`src/inc/exec_pkg.sv`:
```
// execution datapath package: operation codes, flag layout, cycle counts, carriers
// assumes an 8-bit core with a 16-bit program counter and external register file
package exec_pkg;
    typedef enum logic [5:0] {
        op_nop, op_add, op_add_carry, op_word_add_immediate, op_sub, op_minus_constant,
        op_minus_with_borrow, op_minus_constant_borrow, op_word_minus_immediate,
        op_and, op_and_constant, op_or, op_or_constant, op_xor_registers, op_ones_complement,
        op_zero_minus_reg, op_set_bits_mask, op_clear_bits_mask, op_increment, op_minus_one,
        op_zero_minus_check, op_zero_register, op_all_ones_load, op_relative_jump,
        op_indirect_jump, op_relative_call, op_indirect_call, op_subroutine_exit,
        op_interrupt_exit, op_equal_skip, op_compare, op_compare_borrow, op_compare_immediate,
        op_skip_bit_low
    } op_type;

    // status register bit positions
    localparam int flag_c = 0;
    localparam int flag_z = 1;
    localparam int flag_n = 2;
    localparam int flag_v = 3;
    localparam int flag_s = 4;
    localparam int flag_h = 5;
    localparam int flag_t = 6;
    localparam int flag_i = 7;

    localparam logic [7:0] all_ones = 8'hff;
    localparam logic [7:0] all_zero = 8'h00;
    localparam logic [15:0] pc_reset = 16'h0000;
    localparam logic [7:0] sreg_reset = 8'h00;

    // cycle counts per instruction class
    localparam logic [2:0] cycles_alu = 3'h1;
    localparam logic [2:0] cycles_word = 3'h2;
    localparam logic [2:0] cycles_jump = 3'h2;
    localparam logic [2:0] cycles_call = 3'h3;
    localparam logic [2:0] cycles_return = 3'h4;
    localparam logic [2:0] cycles_no_skip = 3'h1;
    localparam logic [2:0] cycles_skip_one = 3'h2;
    localparam logic [2:0] cycles_skip_two = 3'h3;
    localparam logic [15:0] pc_step = 16'h0001;
    localparam logic [15:0] skip_one = 16'h0002;
    localparam logic [15:0] skip_two = 16'h0003;

    // one instruction as issued by the decoder
    typedef struct packed {
        op_type op;
        logic [7:0] dst;           // destination or low word register
        logic [7:0] dst_high;      // high register of a word pair
        logic [7:0] src;           // source register
        logic [7:0] konst;         // immediate constant or mask
        logic [11:0] offset;       // signed relative offset
        logic [2:0] bit_sel;       // bit number for bit skips
        logic next_two_word;       // instruction after this one is two words
    } instr_type;

    // register file write-back
    typedef struct packed {
        logic write;
        logic word;
        logic [7:0] low;
        logic [7:0] high;
    } result_type;

    // stack access request
    typedef struct packed {
        logic push;
        logic pop;
        logic [15:0] data;
    } stack_type;
endpackage

```
`src/rtl/alu_core.sv`:
```
// combinational 8/16-bit arithmetic and flag unit
// assumes operands already selected by the sequencer
`timescale 1ns/10ps
`default_nettype none
module alu_core
    import exec_pkg::*;
(
    // operation and operands
    input wire exec_pkg::op_type op,
    input wire logic [7:0] a,
    input wire logic [7:0] b,
    input wire logic [7:0] a_high,
    input wire logic [7:0] flags_in,
    // results
    output logic [7:0] res,
    output logic [7:0] res_high,
    output logic [7:0] flags_out,
    output logic store
);
    logic [8:0] wide;
    logic [16:0] word;
    logic [7:0] r;
    logic cin;
    logic is_sub;
    logic half;

    ///////////////////////////////////////////////////////////////////////////
    // value and flags; unused flags pass through unchanged
    always_comb begin
        flags_out = flags_in;
        res_high = a_high;
        store = 1'b1;
        cin = flags_in[flag_c];
        wide = 9'h000;
        word = 17'h00000;
        is_sub = 1'b0;
        half = 1'b0;
        r = a;
        case (op)
            op_add, op_add_carry: begin
                wide = {1'b0, a} + {1'b0, b} + {8'h00, (op == op_add_carry) & cin}; // see (RL1)
                half = (a[3] & b[3]) | (b[3] & ~wide[3]) | (~wide[3] & a[3]);
                r = wide[7:0];
                flags_out[flag_c] = wide[8];
                flags_out[flag_v] = (a[7] & b[7] & ~r[7]) | (~a[7] & ~b[7] & r[7]);
                flags_out[flag_h] = half;
            end
            op_sub, op_minus_constant, op_minus_with_borrow, op_minus_constant_borrow, op_zero_minus_reg,
            op_compare, op_compare_borrow, op_compare_immediate: begin
                is_sub = (op == op_minus_with_borrow) | (op == op_minus_constant_borrow) | (op == op_compare_borrow);
                wide = {1'b0, a} - {1'b0, b} - {8'h00, is_sub & cin}; // see (RL3) see (RL4) see (RL8)
                r = wide[7:0];
                half = (~a[3] & b[3]) | (b[3] & r[3]) | (r[3] & ~a[3]);
                flags_out[flag_c] = wide[8];
                flags_out[flag_v] = (a[7] & ~b[7] & ~r[7]) | (~a[7] & b[7] & r[7]);
                flags_out[flag_h] = half;
                store = (op != op_compare) & (op != op_compare_borrow) & (op != op_compare_immediate); // see (RL16)
            end
            op_word_add_immediate, op_word_minus_immediate: begin
                if (op == op_word_add_immediate) begin
                    word = {1'b0, a_high, a} + {9'h000, b}; // see (RL2)
                    flags_out[flag_v] = ~a_high[7] & word[15];
                end else begin
                    word = {1'b0, a_high, a} - {9'h000, b}; // see (RL5)
                    flags_out[flag_v] = a_high[7] & ~word[15];
                end
                r = word[7:0];
                res_high = word[15:8];
                flags_out[flag_c] = word[16];
            end
            op_and, op_and_constant, op_zero_minus_check: r = a & b; // see (RL6) see (RL11)
            op_or, op_or_constant, op_set_bits_mask: r = a | b; // see (RL7) see (RL9)
            op_xor_registers, op_zero_register: r = a ^ b; // see (RL12)
            op_clear_bits_mask: r = a & (all_ones - b); // see (RL9)
            op_ones_complement: begin
                r = all_ones - a; // see (RL8)
                flags_out[flag_c] = 1'b1;
            end
            op_increment: r = a + 8'h01; // see (RL10)
            op_minus_one: r = a - 8'h01;
            op_all_ones_load: r = all_ones; // see (RL12)
            default: store = 1'b0;
        endcase
        // logic, complement and step ops share the simpler overflow rules
        if (op inside {op_and, op_and_constant, op_zero_minus_check, op_or, op_or_constant, op_set_bits_mask,
                       op_xor_registers, op_zero_register, op_clear_bits_mask, op_ones_complement})
            flags_out[flag_v] = 1'b0;
        if (op == op_increment)
            flags_out[flag_v] = (r == 8'h80);
        if (op == op_minus_one)
            flags_out[flag_v] = (r == 8'h7f);
        if (op inside {op_word_add_immediate, op_word_minus_immediate}) begin
            flags_out[flag_z] = ({res_high, r} == 16'h0000);
            flags_out[flag_n] = res_high[7];
        end else if (store || !(op inside {op_nop, op_all_ones_load})) begin
            flags_out[flag_z] = (r == all_zero);
            flags_out[flag_n] = r[7];
        end
        if (op == op_all_ones_load || !(store || op inside {op_compare, op_compare_borrow, op_compare_immediate}))
            flags_out = flags_in;
        else
            flags_out[flag_s] = flags_out[flag_n] ^ flags_out[flag_v];
        res = r;
    end
endmodule
`default_nettype wire

```
`src/rtl/exec_datapath.sv`:
```
// execution datapath: arithmetic, logic, jumps, calls, returns and skips
// assumes the decoder holds issue high for one cycle per instruction and waits for done
// How it works
// (RL1) add registers, optional carry, one cycle
// (RL2) word add immediate on pair, two cycles
// (RL3) subtract register or constant, one cycle
// (RL4) subtract with borrow also subtracts carry
// (RL5) word subtract immediate on pair, two cycles
// (RL6) and keeps carry, sets z n v
// (RL7) or and xor set z n v
// (RL8) complement ff minus, negate zero minus
// (RL9) set bits or mask, clear bits and
// (RL10) increment decrement leave carry alone
// (RL11) test ands register with itself
// (RL12) clear xors itself, all-ones load flagless
// (RL13) jumps: pc plus offset plus one, or z
// (RL14) calls form target like jumps, three cycles
// (RL15) equal skip takes one, two or three
// (RL16) compares subtract without storing result
// (RL17) skip on cleared bit, one-two-three cycles
// (RL18) returns pop pc in four cycles
// (RL19) skip costs by skipped instruction length
`timescale 1ns/10ps
`default_nettype none
module exec_datapath
    import exec_pkg::*;
(
    // clock and reset
    input wire logic sys_clk,
    input wire logic reset,
    // instruction issue
    input wire logic issue,
    input wire exec_pkg::instr_type instr,
    input wire logic [15:0] z_pointer,
    // stack data returned for pops
    input wire logic [15:0] stack_read,
    // results
    output logic busy,
    output logic done,
    output exec_pkg::result_type result,
    output exec_pkg::stack_type stack,
    output logic [15:0] pc,
    output logic [7:0] sreg,
    output logic interrupt_enable_set
);
    import exec_pkg::*;

    typedef enum logic [1:0] {
        st_idle = 2'b00,
        st_wait = 2'b01,
        st_last = 2'b11
    } state_type;

    state_type state, next_state;
    logic [2:0] count, next_count;
    logic [15:0] next_pc;
    logic [7:0] next_sreg;
    result_type next_result;
    stack_type next_stack;
    logic next_done;
    logic next_ie;
    instr_type held, next_held;
    logic [15:0] target, next_target;

    logic [7:0] alu_b;
    logic [7:0] alu_res;
    logic [7:0] alu_res_high;
    logic [7:0] alu_flags;
    logic alu_store;
    logic [15:0] rel_target;
    logic [2:0] skip_cycles;
    logic skip_taken;
    logic [15:0] skip_pc;

    ///////////////////////////////////////////////////////////////////////////
    // operand b select: constants, masks, or self for test and clear
    always_comb begin
        case (instr.op)
            op_word_add_immediate, op_word_minus_immediate, op_minus_constant, op_minus_constant_borrow,
            op_and_constant, op_or_constant, op_set_bits_mask, op_clear_bits_mask,
            op_compare_immediate: alu_b = instr.konst;
            op_zero_minus_check, op_zero_register: alu_b = instr.dst; // see (RL11) see (RL12)
            default: alu_b = instr.src;
        endcase
    end

    // negate is zero minus the register, so the register becomes operand b
    alu_core u_alu (
        .op(instr.op),
        .a((instr.op == op_zero_minus_reg) ? all_zero : instr.dst),
        .b((instr.op == op_zero_minus_reg) ? instr.dst : alu_b),
        .a_high(instr.dst_high),
        .flags_in(sreg),
        .res(alu_res),
        .res_high(alu_res_high),
        .flags_out(alu_flags),
        .store(alu_store)
    );

    ///////////////////////////////////////////////////////////////////////////
    // branch targets and skip decision
    always_comb begin
        rel_target = pc + {{4{instr.offset[11]}}, instr.offset} + pc_step; // see (RL13)
        case (instr.op)
            op_equal_skip: skip_taken = (instr.dst == instr.src); // see (RL15)
            op_skip_bit_low: skip_taken = ~instr.dst[instr.bit_sel]; // see (RL17)
            default: skip_taken = 1'b0;
        endcase
        // a skip over a two-word instruction must also step over its second word, costing one more cycle
        if (!skip_taken) begin
            skip_cycles = cycles_no_skip;
            skip_pc = pc_step;
        end else if (instr.next_two_word) begin
            skip_cycles = cycles_skip_two; // see (RL19)
            skip_pc = skip_two;
        end else begin
            skip_cycles = cycles_skip_one; // see (RL19)
            skip_pc = skip_one;
        end
    end

    ///////////////////////////////////////////////////////////////////////////
    // sequencer: single-cycle ops finish at issue, multi-cycle ops count down
    always_comb begin
        next_state = state;
        next_count = count;
        next_pc = pc;
        next_sreg = sreg;
        next_result = '0;
        next_stack = '0;
        next_done = 1'b0;
        next_ie = 1'b0;
        next_held = held;
        next_target = target;
        case (state)
            st_idle: begin
                if (issue) begin
                    next_held = instr;
                    case (instr.op)
                        op_word_add_immediate, op_word_minus_immediate: begin
                            next_count = cycles_word - 3'h1; // see (RL2) see (RL5)
                            next_state = st_last;
                        end
                        op_relative_jump, op_indirect_jump: begin
                            next_target = (instr.op == op_relative_jump) ? rel_target : z_pointer; // see (RL13)
                            next_count = cycles_jump - 3'h1;
                            next_state = st_last;
                        end
                        op_relative_call, op_indirect_call: begin
                            next_target = (instr.op == op_relative_call) ? rel_target : z_pointer; // see (RL14)
                            next_stack.push = 1'b1; // see (RL18)
                            next_stack.data = pc + pc_step;
                            next_count = cycles_call - 3'h1;
                            next_state = st_wait;
                        end
                        op_subroutine_exit, op_interrupt_exit: begin
                            next_stack.pop = 1'b1; // see (RL18)
                            next_count = cycles_return - 3'h1;
                            next_state = st_wait;
                        end
                        op_equal_skip, op_skip_bit_low: begin
                            next_target = pc + skip_pc; // see (RL15) see (RL17)
                            next_count = skip_cycles - 3'h1;
                            if (skip_cycles == cycles_no_skip) begin
                                next_pc = next_target;
                                next_done = 1'b1;
                            end else begin
                                next_state = (skip_cycles == cycles_skip_one) ? st_last : st_wait;
                            end
                        end
                        default: begin
                            // one-cycle arithmetic and logic
                            next_result.write = alu_store; // see (RL1) see (RL3) see (RL4)
                            next_result.low = alu_res;
                            next_sreg = alu_flags; // see (RL6) see (RL7) see (RL10) see (RL16)
                            next_pc = pc + pc_step;
                            next_done = 1'b1;
                        end
                    endcase
                end
            end
            st_wait: begin
                // returns sample stack data once the pop has landed
                if (held.op inside {op_subroutine_exit, op_interrupt_exit})
                    next_target = stack_read;
                next_count = count - 3'h1;
                if (count == 3'h2)
                    next_state = st_last;
            end
            st_last: begin
                next_state = st_idle;
                next_done = 1'b1;
                next_count = 3'h0;
                if (held.op inside {op_word_add_immediate, op_word_minus_immediate}) begin
                    // word result written at the end so the pair updates together
                    next_result.write = 1'b1;
                    next_result.word = 1'b1;
                    next_result.low = alu_res;
                    next_result.high = alu_res_high;
                    next_sreg = alu_flags;
                    next_pc = pc + pc_step;
                end else begin
                    next_pc = target;
                    next_ie = (held.op == op_interrupt_exit);
                    if (held.op == op_interrupt_exit)
                        next_sreg[flag_i] = 1'b1;
                end
            end
            default: next_state = st_idle;
        endcase
    end

    // decoder keeps instr stable while busy, so the alu sees the word operands in st_last
    always_ff @(posedge sys_clk) begin
        if (reset) begin
            state <= st_idle;
            count <= 3'h0;
            pc <= pc_reset;
            sreg <= sreg_reset;
            result <= '0;
            stack <= '0;
            done <= 1'b0;
            interrupt_enable_set <= 1'b0;
            held <= '0;
            target <= pc_reset;
        end else begin
            state <= next_state;
            count <= next_count;
            pc <= next_pc;
            sreg <= next_sreg;
            result <= next_result;
            stack <= next_stack;
            done <= next_done;
            interrupt_enable_set <= next_ie;
            held <= next_held;
            target <= next_target;
        end
    end

    assign busy = (state != st_idle);
endmodule
`default_nettype wire

```
`config.mk`:
```
export PLATFORM = sky130hd
export DESIGN_NAME = exec_datapath
export DESIGN_NICKNAME = d
export VERILOG_FILES = /design/src/inc/exec_pkg.sv /design/src/rtl/alu_core.sv /design/src/rtl/exec_datapath.sv
export SDC_FILE = /design/constraint.sdc
export NUM_CORES = 1
export LEC_CHECK = 0
export ABC_AREA = 1
export ABC_CLOCK_PERIOD_IN_PS = 3550
export BUFFER_PORTS_ARGS = -buffer_cell sky130_fd_sc_hd__buf_2
export CAP_MARGIN = 30
export CORE_ASPECT_RATIO = 1.25
export CORE_UTILIZATION = 40
export DETAILED_ROUTE_END_ITERATION = 10
export PLACE_DENSITY = 0.72
export SLEW_MARGIN = 10
export SYNTH_ARGS = -nofsm -noshare
export SYNTH_HDL_FRONTEND = slang
export SYNTH_SLANG_ARGS = --single-unit
```
`constraint.sdc`:
```
create_clock -name sys_clk -period 3.55 [get_ports sys_clk]
set_input_delay 0.1775 -clock sys_clk [delete_from_list [all_inputs] [get_ports sys_clk]]
set_output_delay 0.1775 -clock sys_clk [all_outputs]
set_load 0.02 [all_outputs]
```
==> results of run 1 <==
==> power by group <==
group,switching [µW],internal (µW)
Clock,489,632
Combinational,1770,1110
Sequential,186,1170
Total,2440,2920
==> how the worst max path moves through the flow <==
stage | start | end | slack, ps | cells after the start
3_3_place_gp | instr[51] | sreg[4]$_SDFFE_PP0P_ | -330 | 29
5_1_grt | instr[51] | sreg[4]$_SDFFE_PP0P_ | -160 | 31
2_1_floorplan | instr[52] | sreg[1]$_SDFFE_PP0P_ | 5 | 29
4_1_cts | instr[52] | sreg[1]$_SDFFE_PP0P_ | 3 | 30
6_report | instr[49] | sreg[4]$_SDFFE_PP0P_ | 160 | 32
3_5_place_dp | instr[51] | sreg[1]$_SDFFE_PP0P_ | -480 | 28
==> layout make-up <==
| type | count | area (µm²) |
|---|---|---|
| Inverter | 204 | 776 |
| Fill cell | 2230 | 9840 |
| Multi-Input combinational cell | 1167 | 6980 |
| Clock inverter | 6 | 97.6 |
| Timing Repair Buffer | 356 | 2400 |
| Sequential cell | 88 | 1760 |
| Clock buffer | 10 | 229 |
| Tap cell | 283 | 354 |
==> synth_stat cells (6+ instances only) <==
master | count | area, µm²
o21bai_1 | 6 | 45.0
nor2_2 | 9 | 56.3
xnor2_1 | 17 | 149
nand3_1 | 97 | 485
nor2_1 | 175 | 657
nand2_2 | 13 | 81.3
nand2_1 | 311 | 1170
or2_2 | 6 | 37.5
a221oi_1 | 7 | 61.3
o21ai_0 | 116 | 581
nand4_1 | 34 | 213
ha_1 | 68 | 851
a31oi_1 | 21 | 131
nor3_1 | 28 | 140
fa_1 | 10 | 200
xor2_1 | 32 | 280
inv_2 | 8 | 30.0
a21oi_1 | 130 | 651
dfxtp_1 | 88 | 1760
o21a_1 | 6 | 45.0
o211ai_1 | 19 | 143
inv_1 | 194 | 728
clkbuf_1 | 30 | 113
==> metrics by stage <==
stage	instance area, µm²	power, µW
2_1_floorplan	9230	2990
3_3_place_gp	11600	3980
3_5_place_dp	11600	4040
4_1_cts	12000	5180
5_1_grt	12600	5680
6_report	12600	5360
==> cells by family (layout without fill, tap and decap cells) <==
kind of cell,Yosys count,in the layout,synth area share (%)
buffers and inverters,244,576,10.1
other,1,1,0.0407
adder cells (fa/ha/maj),78,78,11.4
AND/OR/NAND/NOR,700,700,33.7
flip-flops,88,88,19.1
XOR/XNOR,49,49,4.66
AO/OA/AOI/OAI,339,339,20.9
==> sequential cells by signal, summed over array words and instances (netlist names) <==
name,cells
stack,18
count,3
state,2
done,1
target,16
sreg,7
pc,16
result,18
interrupt_enable_set,1
held,6
==> layer usage <==
| metal | share of wire, % | global-route usage [%] | up-vias |
|---|---|---|---|
| met2 | 47 | 54.5 | 515 |
| met4 | 7.0 | 22.1 | 0 |
| met3 | 5.9 | 3.63 | 147 |
| met5 | 0 | 0 | - |
| li1 | - | - | 5654 |
| met1 | 40 | 36.6 | 5361 |
==> what timing repair did <==
item,in CTS,in global routing
resized for setup,18,126
setup endpoints to repair,2,11
pin swaps,4,64
setup buffers,1,11
==> results.ini, run 1 <==
[die]
die_y_um = 172
die_area_mm2 = 0.0236
core_area_mm2 = 0.0224
ios = 152
die_w_um = 138
start_util_pct = 41.1
row_count = 61

[finish]
utilization_pct = 56.2
layout.nets = 1993
instances_no_fill = 2114
drive_gt1_share_pct = 28.0
mostFrequentLayoutCells = nand2_1 (286), buf_4 (197), inv_1 (187)
syn2layout_area_growth_pct = 36.7
insertedDiodeCount = 0
layout_commonest_cell = nand2_1

[global_routing]
grt_overflow = 0
grt_pass1_vias = 11169
grt_max_degree = 31
grt_pass1_wl_mm = 57.4
track_usage_pct = 31.8
antenna_found_initial = 0

[worst_setup_path]
crit_family = simple AND/OR/NAND/NOR gates
slowest_delay_ps = 440
path_common_cell = nand2_1
worstRegToRegCells = 18
regToRegStartpoint = pc[0]$_SDFFE_PP0P_
worst_ep_required_time_ps = 3820
r2r-end = target[12]$_SDFFE_PP0P_
cp.arrival_ps = 3660
cp_num_buf_inv = 6
cpMaxStageDelayCell = fa_1
r2r_slack_ps = 250
criticalPathCategory = in -> reg
startpoint_type = primary input
cp_max_fo = 6
end_kind = flop

[routing]
drt_pass1_iterations = 5
via_per_inst = 5.52
drt_iter0_drc = 900
drc_errors = 0
wire_per_inst_um = 17.9
wl_mm = 37.8
ant_nets = 0
num_vias = 11677

[timing]
relSlewSlack_pct = 37.6
setup-violations-final = 0
fin_ws_ps = 157
tightest_slew_ps = 934
hold_viol_final = 0
setup_tns_ps = 0
hold_slack_ps = 60.3
fmax_mhz = 295
fin_crit_ps = 3390
fin_crit_sh_pct = 95.6
skew_ps = 15.9
slew_viol_final = 0
rsz0062_at_grt = yes

[clock_network]
clock-sinks = 88
insertion_delay_ps = 360
clkTransAtPathRegs_ps = 80
cts_tree = built
cts_max_level = 3
cts_buffers = 9
clock_path_buffers = 2
clockRootBuffer = clkbuf_16
hold_buffers = 0

[synth]
synth_cells = 1499
syn-num-nets = 1666
yosysUniqueCellTypes = 58
seq_area_frac_synth_pct = 19.1
ys_warn_count = 0
synth_edf_count = 0
synth_area_per_cell_um2 = 6.15
ys.flop_type = dfxtp_1
ys_ff_latch = 88
syn_area_mm2 = 0.00921
synthArstFlopShare_pct = 0

[place]
dp_cells = 2087
dp_slack_ps = -483
place.gp.congestion = 1.01
numPortBuffers = 150
place_hpwl_mm = 30.1

[min_path]
hold_class = in -> reg
hp-start = reset
whs_endpoint = target[10]$_SDFFE_PP0P_
hold_depth = 2

[power_and_ir_drop]
peakVddDrop_mv = 0.309
power.leakage_uw = 0.00619
power_density_mw_per_mm2 = 425

[run]
maxCapViolations = 0

[status]
status = finished, final reports clean

(Power assumes the default switching activity.)
==> run 2: changes to the inputs <==
--- a/config.mk
+++ b/config.mk
@@ -6,13 +6,13 @@
 export NUM_CORES = 1
 export LEC_CHECK = 0
 export ABC_AREA = 1
-export ABC_CLOCK_PERIOD_IN_PS = 3550
+export ABC_CLOCK_PERIOD_IN_PS = 3790
 export BUFFER_PORTS_ARGS = -buffer_cell sky130_fd_sc_hd__buf_2
 export CAP_MARGIN = 30
 export CORE_ASPECT_RATIO = 1.25
-export CORE_UTILIZATION = 40
+export CORE_UTILIZATION = 55
 export DETAILED_ROUTE_END_ITERATION = 10
-export PLACE_DENSITY = 0.72
+export PLACE_DENSITY = 0.88
 export SLEW_MARGIN = 10
 export SYNTH_ARGS = -nofsm -noshare
 export SYNTH_HDL_FRONTEND = slang
==> constraint.sdc (replaced) <==
create_clock -name sys_clk -period 3.79 [get_ports sys_clk]
set_input_delay 0.1895 -clock sys_clk [delete_from_list [all_inputs] [get_ports sys_clk]]
set_output_delay 0.1895 -clock sys_clk [all_outputs]
set_load 0.02 [all_outputs]
==> results.ini, run 2 (synthesis results as in run 1) <==
[status]
status = finished, final reports clean  ; unchanged

[worst_setup_path]
path_common_cell = nand2_1  ; unchanged
slowest_delay_ps = 470  ; was 440 ps
cp_num_buf_inv = 6  ; unchanged
cp.arrival_ps = 3820  ; was 3660 ps
startpoint_type = primary input  ; unchanged
worst_ep_required_time_ps = 4050  ; was 3820 ps
crit_family = simple AND/OR/NAND/NOR gates  ; unchanged
end_kind = flop  ; unchanged
cp_max_fo = 11  ; was 6
worstRegToRegCells = 23  ; was 18
criticalPathCategory = in -> reg  ; unchanged
cpMaxStageDelayCell = fa_1  ; unchanged
cp.depth = 27  ; was 32

[timing]
relSlewSlack_pct = 28.4  ; was 37.6%
hold_slack_ps = 177  ; was 60.3 ps
setup-violations-final = 0  ; unchanged
fmax_mhz = 280
setup_tns_ps = 0  ; unchanged
tightest_slew_ps = 1070  ; was 934 ps
fin_crit_sh_pct = 94.1
skew_ps = 16.6  ; was 15.9 ps
hold_viol_final = 0  ; unchanged
slew_viol_final = 0  ; unchanged
fin_crit_ps = 3570

[clock_network]
cts_buffers = 9  ; unchanged
clkTransAtPathRegs_ps = 70  ; was 80 ps
hold_buffers = 0  ; unchanged
clock-sinks = 88  ; unchanged
clock_path_buffers = 2  ; unchanged
cts_tree = built  ; unchanged
clockRootBuffer = clkbuf_16  ; unchanged
cts_max_level = 3  ; unchanged
insertion_delay_ps = 360  ; about the same

[routing]
drc_errors = 0  ; unchanged
num_vias = 11949  ; was 11.7k
ant_nets = 0  ; unchanged
drt_iter0_drc = 1203  ; was 900
drt_pass1_iterations = 6  ; was 5
via_per_inst = 5.93  ; was 5.52
wire_per_inst_um = 19.6  ; was 17.9 µm
wl_mm = 39.5  ; was 37.8 mm

[die]
core_area_mm2 = 0.0163  ; was 0.0224 mm²
die_w_um = 118  ; was 138 µm
row_count = 52  ; was 61
die_area_mm2 = 0.0173  ; was 0.0236 mm²
die_y_um = 147  ; was 172 µm
start_util_pct = 56.6  ; was 41.1%
ios = 152  ; unchanged

[power_and_ir_drop]
peakVddDrop_mv = 0.237  ; was 0.309 mV
power.leakage_uw = 0.00597  ; was 0.00619 µW
power_density_mw_per_mm2 = 409  ; was 425 mW/mm²

[global_routing]
met2_usage_pct = 76.9  ; was 54.5%
grt_pass1_wl_mm = 59.9  ; was 57.4 mm
antenna_found_initial = 0  ; unchanged
grtUsageMet3_pct = 10.1  ; was 3.63%
grt_max_degree = 34  ; was 31
grt_overflow = 0  ; unchanged
grt-busiest-layer = met2  ; unchanged
track_usage_pct = 45.1  ; was 31.8%
grt_pass1_vias = 11563  ; was 11.2k
met1_usage_pct = 46.1  ; was 36.6%

[finish]
drive_gt1_share_pct = 25.4  ; was 28.0%
layout.nets = 1960  ; was 1993
layout_commonest_cell = nand2_1  ; unchanged
instances_no_fill = 2014  ; was 2114
reg.largest.list = result x18, stack x18  ; unchanged
mostFrequentLayoutCells = nand2_1 (294), inv_1 (188), nor2_1 (168), buf_4 (168), buf_2 (149)  ; was nand2_1 (286), buf_4 (197), inv_1 (187)
insertedDiodeCount = 0  ; unchanged
syn2layout_area_growth_pct = 30.4  ; was 36.7%

[place]
numPortBuffers = 150  ; unchanged
dp_cells = 1986  ; was 2087
place.gp.congestion = 1.11  ; was 1.01
place_hpwl_mm = 30.9  ; was 30.1 mm

[run]
maxCapViolations = 0  ; unchanged

[min_path]
hold_depth = 3  ; was 2
hold_class = in -> reg  ; unchanged

==> run 2: cell count changes in the layout (fill, tap and decap cells not counted), sizes merged <==
cell,before,now
buf,356,323
clkinv,2,5
bufinv,2,0
clkbuf,10,9
clkinvlp,0,1
inv,206,205
==> run 2: final timing paths <==
check	from	to	slack, ps
worst max-delay path	instr[50]	sreg[4]$_SDFFE_PP0P_	220
worst min-delay path	instr[52]	held[52]$_SDFFE_PP0P_	180
worst max register to register	sreg[0]$_SDFFE_PP0P_	sreg[4]$_SDFFE_PP0P_	430
worst min register to register	target[0]$_SDFFE_PP0P_	target[0]$_SDFFE_PP0P_	470
==> run 2: tightest hold or removal path, cell delays in order <==
cell     delay (ps)
buf_4           110
o21ai_0          80
a21oi_1         100
==> run 2: cell type report <==
class,instances,area [µm²]
sequential,88,1760
clock inverter,7,72.6
clock buffer,9,225
fill,1411,4250
inverter,204,766
timing repair buffer,323,2070
tap,216,270
multi-input combinational,1167,6840
==> run 2: per-layer routing <==
metal	vias up	routed length [µm]
met3	280	3770
met4	0	4260
li1	5570	-
met5	-	0
met2	745	18300
met1	5354	13200
==> run 2: what timing repair did <==
action	CTS	global route
gates resized for setup	1	92
setup buffers	0	12
pin swaps	0	45
cloned	0	0
setup endpoints to repair	1	6
==> run 2: power by group <==
| group | total, µW | internal, µW | switching [µW] | leakage [µW] |
|---|---|---|---|---|
| Combinational | 2730 | 1020 | 1710 | 0.00511 |
| Clock | 910 | 465 | 445 | 0.000143 |
| Sequential | 1270 | 1100 | 174 | 0.000717 |
| Total | 4920 | 2580 | 2330 | 0.00597 |
==> run 2: through the flow <==
step	power, µW	utilization [%]	instance area [µm²]	setup slack [ps]
finish	4920	73.8	12000	223
global route	5200	73.8	12000	-108
floorplan	2800	-	9210	115
CTS	4690	71.2	11600	63.1
detailed placement	3770	69.3	11300	-387
global placement	3720	69.3	11300	-349
